<file path="src/core/swl_pkg.sv">
// package for the single-wire offset link: map, bit fields, carriers, timing.
// assumes one 250 MHz clock; the line times below are in microseconds, the clock period in ns.
package swl_pkg;
    // ------------------------------------------------------------
    // register map and fields
    // ------------------------------------------------------------
    localparam logic [6:0] ADDR_OFFSET = 7'h73;
    localparam logic [6:0] ADDR_MODE = 7'h75;
    localparam int MODE_OVR_BIT = 7;
    localparam int MODE_CAL_BIT = 6;
    localparam int CMD_WR_BIT = 7;
    localparam int FRAME_BITS = 8;
    localparam logic [7:0] OFFSET_RST = 8'h00;
    localparam logic [7:0] OFFSET_CENTER = 8'h00;
    localparam logic [7:0] OFFSET_POS_MAX = 8'h7f;
    localparam logic [7:0] OFFSET_NEG_MAX = 8'h80;
    localparam int TMR_W = 17;

    // ------------------------------------------------------------
    // timing
    // ------------------------------------------------------------
    localparam int CLK_PERIOD_NS = 4;
    localparam int RD_CYC_MIN_US = 190;
    localparam int RD_CYC_MAX_US = 250;
    localparam int RD_CYC_US = 205;
    localparam int RD_STR_MIN_US = 32;
    localparam int RD_STR_US = 40;
    localparam int RD_DAT_US = 110;
    localparam int RESP_MIN_US = 190;
    localparam int RESP_MAX_US = 320;
    localparam int RESP_US = 200;
    localparam int SAMPLE_US = 100;
    localparam int BREAK_DET_US = 170;
    // least times round up, longest times round down
    localparam int RD_CYC_MIN_CYC = (RD_CYC_MIN_US * 1000 + CLK_PERIOD_NS - 1) / CLK_PERIOD_NS;
    localparam int RD_CYC_MAX_CYC = RD_CYC_MAX_US * 1000 / CLK_PERIOD_NS;
    localparam int RD_CYC_CYC = RD_CYC_US * 1000 / CLK_PERIOD_NS;
    localparam int RD_STR_MIN_CYC = (RD_STR_MIN_US * 1000 + CLK_PERIOD_NS - 1) / CLK_PERIOD_NS;
    localparam int RD_STR_CYC = RD_STR_US * 1000 / CLK_PERIOD_NS;
    localparam int RD_DAT_CYC = RD_DAT_US * 1000 / CLK_PERIOD_NS;
    localparam int RESP_MIN_CYC = (RESP_MIN_US * 1000 + CLK_PERIOD_NS - 1) / CLK_PERIOD_NS;
    localparam int RESP_MAX_CYC = RESP_MAX_US * 1000 / CLK_PERIOD_NS;
    localparam int RESP_CYC = RESP_US * 1000 / CLK_PERIOD_NS;
    localparam int SAMPLE_CYC = SAMPLE_US * 1000 / CLK_PERIOD_NS;
    localparam int BREAK_DET_CYC = BREAK_DET_US * 1000 / CLK_PERIOD_NS;

    // ------------------------------------------------------------
    // types
    // ------------------------------------------------------------
    typedef enum logic [4:0] {
        ST_IDLE = 5'b00001,
        ST_RX = 5'b00010,
        ST_RESP = 5'b00100,
        ST_TX = 5'b01000,
        ST_BRK = 5'b10000
    } swl_state_e;

    typedef struct packed {
        logic quiet;
        logic step;
        logic up;
        logic done;
    } swl_cal_s;
endpackage

</file>
<file path="src/core/swl_link.sv">
// device end of the single-wire link with the offset result and mode registers.
// assumes the data line input is synchronous to mclk and the pad is open drain.
// Functional notes
// - offset result readable at address 73h
// - offset is signed byte, msb discharge
// - offset counter starts at zero, counts both ways
// - device read bit cycles 190 to 250 us
// - device start portion low 32 us+
// - reply starts 190 to 320 us after command
// - calibration done loads offset, clears request bit
module swl_link
    import swl_pkg::*;
#(
    parameter int RD_CYC_CLKS = RD_CYC_CYC,
    parameter int RD_STR_CLKS = RD_STR_CYC,
    parameter int RD_DAT_CLKS = RD_DAT_CYC,
    parameter int RESP_CLKS = RESP_CYC,
    parameter int SAMPLE_CLKS = SAMPLE_CYC,
    parameter int BREAK_CLKS = BREAK_DET_CYC
) (
    input wire logic mclk,
    input wire logic rst,
    input wire logic ce,
    input wire logic single_wire_data_line_in,
    output logic single_wire_data_line_out,
    output logic single_wire_data_line_oe,
    input wire swl_cal_s cal_in,
    output logic cal_active,
    output logic [7:0] sense_offset_result,
    output logic offset_direction_bit
);
    // ------------------------------------------------------------
    // elaboration checks
    // ------------------------------------------------------------
    // defaults meet the line timing; scaled sets only need their order to hold
    if (RD_STR_CLKS < 1 || RD_DAT_CLKS <= RD_STR_CLKS || RD_CYC_CLKS <= RD_DAT_CLKS ||
        RESP_CLKS < 1 || SAMPLE_CLKS < 1 || SAMPLE_CLKS >= BREAK_CLKS ||
        BREAK_CLKS >= (1 << TMR_W) || RD_CYC_CLKS >= (1 << TMR_W) ||
        RESP_CLKS >= (1 << TMR_W)) begin : g_bad_timing
        $error("swl_link: timing parameters cannot be served");
    end

    // ------------------------------------------------------------
    // state
    // ------------------------------------------------------------
    swl_state_e st_ff;
    logic [TMR_W-1:0] tmr_ff;
    logic [4:0] bitcnt_ff;
    logic [15:0] rx_sh_ff;
    logic [7:0] tx_sh_ff;
    logic [2:0] txcnt_ff;
    logic dq_prev_ff;
    logic dq_oe_ff;
    logic [7:0] offset_ff;
    logic [7:0] cnt_ff;
    logic cal_ff;
    logic ovr_ff;

    logic dq_fall;
    logic dq_rise;
    logic [7:0] cmd;
    logic [7:0] rd_data;
    logic wr_mode;
    logic cal_hit;
    logic nxt_oe;
    logic frame_end;

    assign dq_fall = dq_prev_ff && !single_wire_data_line_in;
    assign dq_rise = !dq_prev_ff && single_wire_data_line_in;
    assign cmd = rx_sh_ff[15:8];
    // a one bit rises before its sample point, so its end is taken just after sampling
    assign frame_end = single_wire_data_line_in
                       && (dq_rise || tmr_ff == TMR_W'(SAMPLE_CLKS));
    assign wr_mode = st_ff == ST_RX && frame_end && bitcnt_ff == 5'(2 * FRAME_BITS)
                     && rx_sh_ff[CMD_WR_BIT] && rx_sh_ff[6:0] == ADDR_MODE;
    // calibration runs only with the line low, unless the override is set
    assign cal_active = cal_ff && cal_in.quiet && (ovr_ff || !single_wire_data_line_in);
    assign cal_hit = cal_active && cal_in.done;

    always_comb begin
        rd_data = 8'h00;
        if (cmd[6:0] == ADDR_OFFSET) begin
            rd_data = offset_ff;
        end else if (cmd[6:0] == ADDR_MODE) begin
            rd_data[MODE_OVR_BIT] = ovr_ff;
            rd_data[MODE_CAL_BIT] = cal_ff;
        end
    end

    // ------------------------------------------------------------
    // line framing
    // ------------------------------------------------------------
    always_ff @(posedge mclk or posedge rst) begin
        if (rst) begin
            dq_prev_ff <= 1'b1;
        end else if (ce) begin
            dq_prev_ff <= single_wire_data_line_in;
        end
    end

    always_ff @(posedge mclk or posedge rst) begin
        if (rst) begin
            st_ff <= ST_IDLE;
            tmr_ff <= '0;
            bitcnt_ff <= '0;
            rx_sh_ff <= '0;
            tx_sh_ff <= '0;
            txcnt_ff <= '0;
        end else if (ce) begin
            case (st_ff)
                ST_IDLE: begin
                    bitcnt_ff <= '0;
                    if (dq_fall) begin
                        st_ff <= ST_RX;
                        tmr_ff <= '0;
                    end
                end
                ST_RX: begin
                    if (tmr_ff != '1) begin
                        tmr_ff <= tmr_ff + 1'b1;
                    end
                    if (dq_fall) begin
                        tmr_ff <= '0;
                    end else if (!single_wire_data_line_in
                                 && tmr_ff == TMR_W'(BREAK_CLKS - 1)) begin
                        // a long low restarts framing whatever was under way
                        st_ff <= ST_BRK;
                    end else if (tmr_ff == TMR_W'(SAMPLE_CLKS - 1)) begin
                        rx_sh_ff <= {single_wire_data_line_in, rx_sh_ff[15:1]};
                        bitcnt_ff <= bitcnt_ff + 1'b1;
                    end else if (frame_end && bitcnt_ff == 5'(FRAME_BITS)
                                 && !cmd[CMD_WR_BIT]) begin
                        st_ff <= ST_RESP;
                        tmr_ff <= '0;
                    end else if (frame_end && bitcnt_ff == 5'(2 * FRAME_BITS)) begin
                        st_ff <= ST_IDLE;
                    end
                end
                ST_RESP: begin
                    tmr_ff <= tmr_ff + 1'b1;
                    if (tmr_ff == TMR_W'(RESP_CLKS - 1)) begin
                        st_ff <= ST_TX;
                        tmr_ff <= '0;
                        tx_sh_ff <= rd_data;
                        txcnt_ff <= '0;
                    end
                end
                ST_TX: begin
                    tmr_ff <= tmr_ff + 1'b1;
                    if (tmr_ff == TMR_W'(RD_CYC_CLKS - 1)) begin
                        tmr_ff <= '0;
                        tx_sh_ff <= {1'b0, tx_sh_ff[7:1]};
                        txcnt_ff <= txcnt_ff + 1'b1;
                        if (txcnt_ff == 3'(FRAME_BITS - 1)) begin
                            st_ff <= ST_IDLE;
                        end
                    end
                end
                ST_BRK: begin
                    bitcnt_ff <= '0;
                    if (single_wire_data_line_in) begin
                        st_ff <= ST_IDLE;
                    end
                end
                default: begin
                    st_ff <= ST_IDLE;
                end
            endcase
        end
    end

    // ------------------------------------------------------------
    // line driver
    // ------------------------------------------------------------
    // start low, then data
    always_comb begin
        nxt_oe = 1'b0;
        if (st_ff == ST_TX) begin
            nxt_oe = tmr_ff < TMR_W'(RD_STR_CLKS)
                     || (tmr_ff < TMR_W'(RD_DAT_CLKS) && !tx_sh_ff[0]);
        end
    end

    always_ff @(posedge mclk or posedge rst) begin
        if (rst) begin
            dq_oe_ff <= 1'b0;
        end else if (ce) begin
            dq_oe_ff <= nxt_oe;
        end
    end

    // open drain: only ever pulls low
    assign single_wire_data_line_out = 1'b0;
    assign single_wire_data_line_oe = dq_oe_ff;

    // ------------------------------------------------------------
    // calibration and registers
    // ------------------------------------------------------------
    // counter centred on zero
    always_ff @(posedge mclk or posedge rst) begin
        if (rst) begin
            cnt_ff <= OFFSET_CENTER;
        end else if (ce) begin
            if (!cal_ff) begin
                cnt_ff <= OFFSET_CENTER;
            end else if (cal_active && cal_in.step) begin
                // saturate rather than wrap, so the sign stays honest
                if (cal_in.up && cnt_ff != OFFSET_POS_MAX) begin
                    cnt_ff <= cnt_ff + 1'b1;
                end else if (!cal_in.up && cnt_ff != OFFSET_NEG_MAX) begin
                    cnt_ff <= cnt_ff - 1'b1;
                end
            end
        end
    end

    always_ff @(posedge mclk or posedge rst) begin
        if (rst) begin
            offset_ff <= OFFSET_RST;
        end else if (ce && cal_hit) begin
            offset_ff <= cnt_ff;
        end
    end

    always_ff @(posedge mclk or posedge rst) begin
        if (rst) begin
            cal_ff <= 1'b0;
            ovr_ff <= 1'b0;
        end else if (ce) begin
            if (wr_mode) begin
                cal_ff <= rx_sh_ff[8 + MODE_CAL_BIT];
                ovr_ff <= rx_sh_ff[8 + MODE_OVR_BIT];
            end else if (cal_hit) begin
                cal_ff <= 1'b0;
                ovr_ff <= 1'b0;
            end
        end
    end

    assign sense_offset_result = offset_ff;
    assign offset_direction_bit = offset_ff[7];

    // ------------------------------------------------------------
    // assertions
    // ------------------------------------------------------------
    AST_OFS_CAUSE: assert property (@(posedge mclk iff ce) disable iff (rst)
        $changed(offset_ff) |-> $past(cal_hit))
        else $error("offset changed without calibration");

    AST_CAL_DONE: assert property (@(posedge mclk iff ce) disable iff (rst)
        cal_hit && !wr_mode |=> !cal_ff && !ovr_ff && offset_ff == $past(cnt_ff))
        else $error("calibration completion not applied");

    AST_CNT_ZERO: assert property (@(posedge mclk iff ce) disable iff (rst)
        !cal_ff |=> cnt_ff == OFFSET_CENTER)
        else $error("offset counter not centred");

    AST_CNT_STEP: assert property (@(posedge mclk iff ce) disable iff (rst)
        cal_active && cal_in.step && !cal_in.up && cnt_ff != OFFSET_NEG_MAX
        |=> cnt_ff == $past(cnt_ff) - 8'h01)
        else $error("offset counter failed to count down");

    AST_STR_LOW: assert property (@(posedge mclk iff ce) disable iff (rst)
        st_ff == ST_TX && tmr_ff != '0 && tmr_ff <= TMR_W'(RD_STR_CLKS) |-> dq_oe_ff)
        else $error("start portion not held low");

    AST_TX_LEN: assert property (@(posedge mclk iff ce) disable iff (rst)
        st_ff == ST_TX |-> tmr_ff < TMR_W'(RD_CYC_CLKS))
        else $error("read bit cycle too long");

    AST_RESP: assert property (@(posedge mclk iff ce) disable iff (rst)
        $rose(st_ff == ST_TX) |-> $past(st_ff) == ST_RESP
        && $past(tmr_ff) == TMR_W'(RESP_CLKS - 1))
        else $error("reply not at response delay");

    AST_OFS_READ: assert property (@(posedge mclk iff ce) disable iff (rst)
        $rose(st_ff == ST_TX) && cmd[6:0] == ADDR_OFFSET |-> tx_sh_ff == $past(offset_ff))
        else $error("read of offset returned wrong value");
endmodule // swl_link

</file>
<file path="config.mk">
export PLATFORM = sky130hd
export DESIGN_NAME = swl_link
export DESIGN_NICKNAME = d
export VERILOG_FILES = /design/src/core/swl_pkg.sv /design/src/core/swl_link.sv
export SDC_FILE = /design/constraint.sdc
export NUM_CORES = 1
export LEC_CHECK = 0
export ABC_AREA = 0
export BUFFER_PORTS_ARGS = -buffer_cell sky130_fd_sc_hd__buf_2
export CAP_MARGIN = 30
export CORE_MARGIN = 2
export CORE_UTILIZATION = 42
export DETAILED_ROUTE_END_ITERATION = 8
export GPL_ROUTABILITY_DRIVEN = 0
export HOLD_SLACK_MARGIN = 0.1
export SYNTH_ARGS = -nofsm -noshare
export SYNTH_HDL_FRONTEND = slang
export SYNTH_SLANG_ARGS = --single-unit
</file>
<file path="constraint.sdc">
create_clock -name mclk -period 3.7 [get_ports mclk]
set_clock_uncertainty 0.15 [all_clocks]
set_input_delay 0.185 -clock mclk [delete_from_list [all_inputs] [get_ports mclk]]
set_output_delay 0.185 -clock mclk [all_outputs]
set_load 0.02 [all_outputs]
</file>
==> impl_metrics.csv <==
group,metric,value,unit
outcome,status,"finished clean",
cells_and_area,fin_util,46.9,%
critical_path,path_delay_family,"simple AND/OR/NAND/NOR gates",
timing,worst_slew_pin_slew,1.03,ns
power_and_ir_drop,cellLeakagePower,2.15,nW
drt,drtIter0Drc,266,
logic_synthesis,synth_fp_nets,508,
logic_synthesis,yosys.area.top_type,"dfrtp_1",
critical_path,crit_path_max_fanout,16,
timing,setup-tns-final,0,ns
logic_synthesis,syn-instance-count,484,
logic_synthesis,synth_edf_count,0,
power_and_ir_drop,p_int,1.55,mW
cells_and_area,fin_cells,642,
power_and_ir_drop,combinationalPowerShare,29.4,%
placement,place_inst,622,
clock_tree,cts_htree_levels,3,
critical_path,cp-start-kind,"flip-flop",
timing,finalCriticalPeriod,3.15,ns
critical_path,critPathKind,"flip-flop to flip-flop",
critical_path,crit_path_top_delay_cell,"a21oi_1",
logic_synthesis,netlist_top_cells_area,"dfrtp_1 (39%), mux2_2 (6.6%), ha_1 (4.1%), nand2_1 (3.6%), o21ai_0 (2.7%)",
logic_synthesis,synth_area_per_cell,9.57,sq um
clock_tree,cts_setup_buffers,0,
placement,portBuffers,18,
power_and_ir_drop,power,2.47,mW
clock_tree,insertion_delay,0.36,ns
grt,grt_usage,19.7,%
clock_tree,clk_path_buf_depth,2,
placement,pre_cts_slack,0.604,ns
floorplan,ioPinCount,20,
power_and_ir_drop,powerDensity,488,mW/mm^2
cells_and_area,most-common-layout-cells,"dfrtp_1 (72), nand2_1 (44), inv_1 (31)",
placement,place_area,0.00481,sq mm
drt,wirelength,10800,microns
timing,rsz0062_at_grt,"false",
floorplan,die_h,109,microns
timing,finalMaxSlewViolations,0,
grt,grt_antenna_before_repair,0,
logic_synthesis,ys_warn_count,0,
floorplan,initial_core_util,42.9,%
drt,ant_nets,0,
timing,relSlewSlack,30.9,%
power_and_ir_drop,power_frac_clock,27.5,%
cells_and_area,final_common_cell,"dfrtp_1",
cells_and_area,design_area,0.00506,sq mm
logic_synthesis,synth_top_flop_cell,"dfrtp_1",
logic_synthesis,syn_area,0.00463,sq mm
timing,period_share,85.2,%
power_and_ir_drop,p_switching,0.920,mW
cells_and_area,fill_cells,1022,
grt,grt_pass1_vias,3683,
timing,layout_setup_ws,0.546,ns
power_and_ir_drop,seq_power_share,43.1,%
drt,wl_per_cell,16.9,microns
critical_path,crit_buf_inv,2,
logic_synthesis,synth.distinct_cells,79,
critical_path,cp.required,3.76,ns
placement,place_hpwl,7790,microns
clock_tree,post_cts_resized,0,
grt,grt_max_degree,45,
critical_path,cp_cell_sequence,"ha_1 -> and3_1 -> nand3_1 -> nor2_1 -> nand4_1 -> inv_1 -> ha_1 -> inv_1 -> a21oi_1 -> mux2i_1",
cells_and_area,syn2layout_area_growth,9.21,%
logic_synthesis,yosysTopAreaCellShare,38.9,%
clock_tree,cts-buffers-inserted,9,
clock_tree,tritoncts,"yes",
logic_synthesis,ys_seq_area_share,40.0,%
floorplan,dieArea,0.0119,sq mm
cells_and_area,num_antenna_cells,0,
critical_path,cp_data_arrival_time,3.22,ns
floorplan,core_area,0.0108,sq mm
grt,grt_overflow_total,0,
logic_synthesis,ys_ff_latch,74,
clock_tree,clkSinkCount,74,
run,drv_cap,0,
grt,grt_pass1_wl,18500,microns
floorplan,fp.dieW,109,microns
floorplan,row_count,38,
worst_hold_path,hold_path_class,"input port to flip-flop",
timing,max_freq,0.317,GHz
timing,hold_ws,0.139,ns
timing,final_hold_viol_count,0,
drt,avgViaCountPerCell,5.90,
logic_synthesis,async_flop_share,100,%
critical_path,max_stage_delay,0.50,ns
drt,vias,3788,
power_and_ir_drop,swShare,37.2,%
clock_tree,clkTransAtPathRegs,0.09,ns
cells_and_area,nets,521,
power_and_ir_drop,peakVddDrop,0.335,mV
clock_tree,cts-root-buf,"clkbuf_8",
drt,drc,0,
timing,setup_viol,0,
cells_and_area,drive_gt1_share,17.5,%
drt,dr.pass1.iters,4,
critical_path,end_kind,"flip-flop",
clock_tree,cts_hold_buffers,4,
[flip-flops by register name (all words and copies together) (netlist names)]
signal and flops:
tx_sh_ff 8, ovr_ff 1, txcnt_ff 3, st_ff 5, dq_prev_ff 1, cal_ff 1, rx_sh_ff 16, bitcnt_ff 5
cnt_ff 8, sense_offset_result 8, tmr_ff 17, single_wire_data_line_oe 1
[cells in the mapped netlist, drive strengths merged (7+ instances only)]
library cell,count
nor4,10
nand4,14
o31ai,8
a22o,7
dfrtp,72
buf,9
and3,8
nand2,44
clkbuf,18
a221oi,8
mux2,28
nand3,21
a22oi,7
ha,15
nor2,28
inv,32
a21oi,14
o21ai,27
a221o,7
nor3,8
[power by group through the flow]
| stage | combinational (mW) | clock, mW | sequential, mW |
|---|---|---|---|
| after floorplan | 0.536 | 0 | 1.07 |
| after global placement | 0.706 | 0 | 1.07 |
| after detailed placement | 0.724 | 0 | 1.08 |
| after CTS | 0.729 | 0.705 | 1.06 |
| after global routing | 0.812 | 0.735 | 1.09 |
| final | 0.727 | 0.680 | 1.06 |
[path summary, 6_finish.rpt]
kind	startpoint	endpoint	slack (ns)	cells past startpoint
worst max register to register	tmr_ff[0]	tmr_ff[0]	0.55	10
min in group asynchronous	rst	tmr_ff[5]	0.39	3
worst min register to register	tx_sh_ff[7]	tx_sh_ff[7]	0.34	2
worst min-delay path	ce	rx_sh_ff[15]	0.14	3
max in group asynchronous	rst	tx_sh_ff[0]	2.21	4
worst max-delay path	tmr_ff[0]	tmr_ff[0]	0.55	10
[metal layers]
layer  vias up  share of wire [%]  track usage, %
li1       1849                  -               -
met1      1836                 47            26.2
met2        88                 48            32.4
met3        15                3.7            3.47
met4         0                1.5            6.59
met5         -                  0               0
[final cells by class]
cell class	count	area, sq um	share of cell area (%)
clock buffer	9	124	2.45
clock inverter	7	85.1	1.68
inverter	33	124	2.45
multi-input combinational	350	2510	49.7
sequential	74	1850	36.7
tap	140	175	3.46
timing repair buffer	29	183	3.61
[tightest hold or removal path: stages]
cell     delay (ns)
buf_2          0.20
nand3_2        0.14
o21ai_0        0.08
[cell families after synthesis]
logic type,after synthesis,share of synthesized area (%)
mux,31,7.46
compound gates,118,19.8
flops,74,40.0
simple gates,179,21.5
fa+ha+maj,16,4.48
xor+xnor,5,0.946
buf+inv,60,5.70
other cells,1,0.0810
Power figures use the tool's default switching activity.
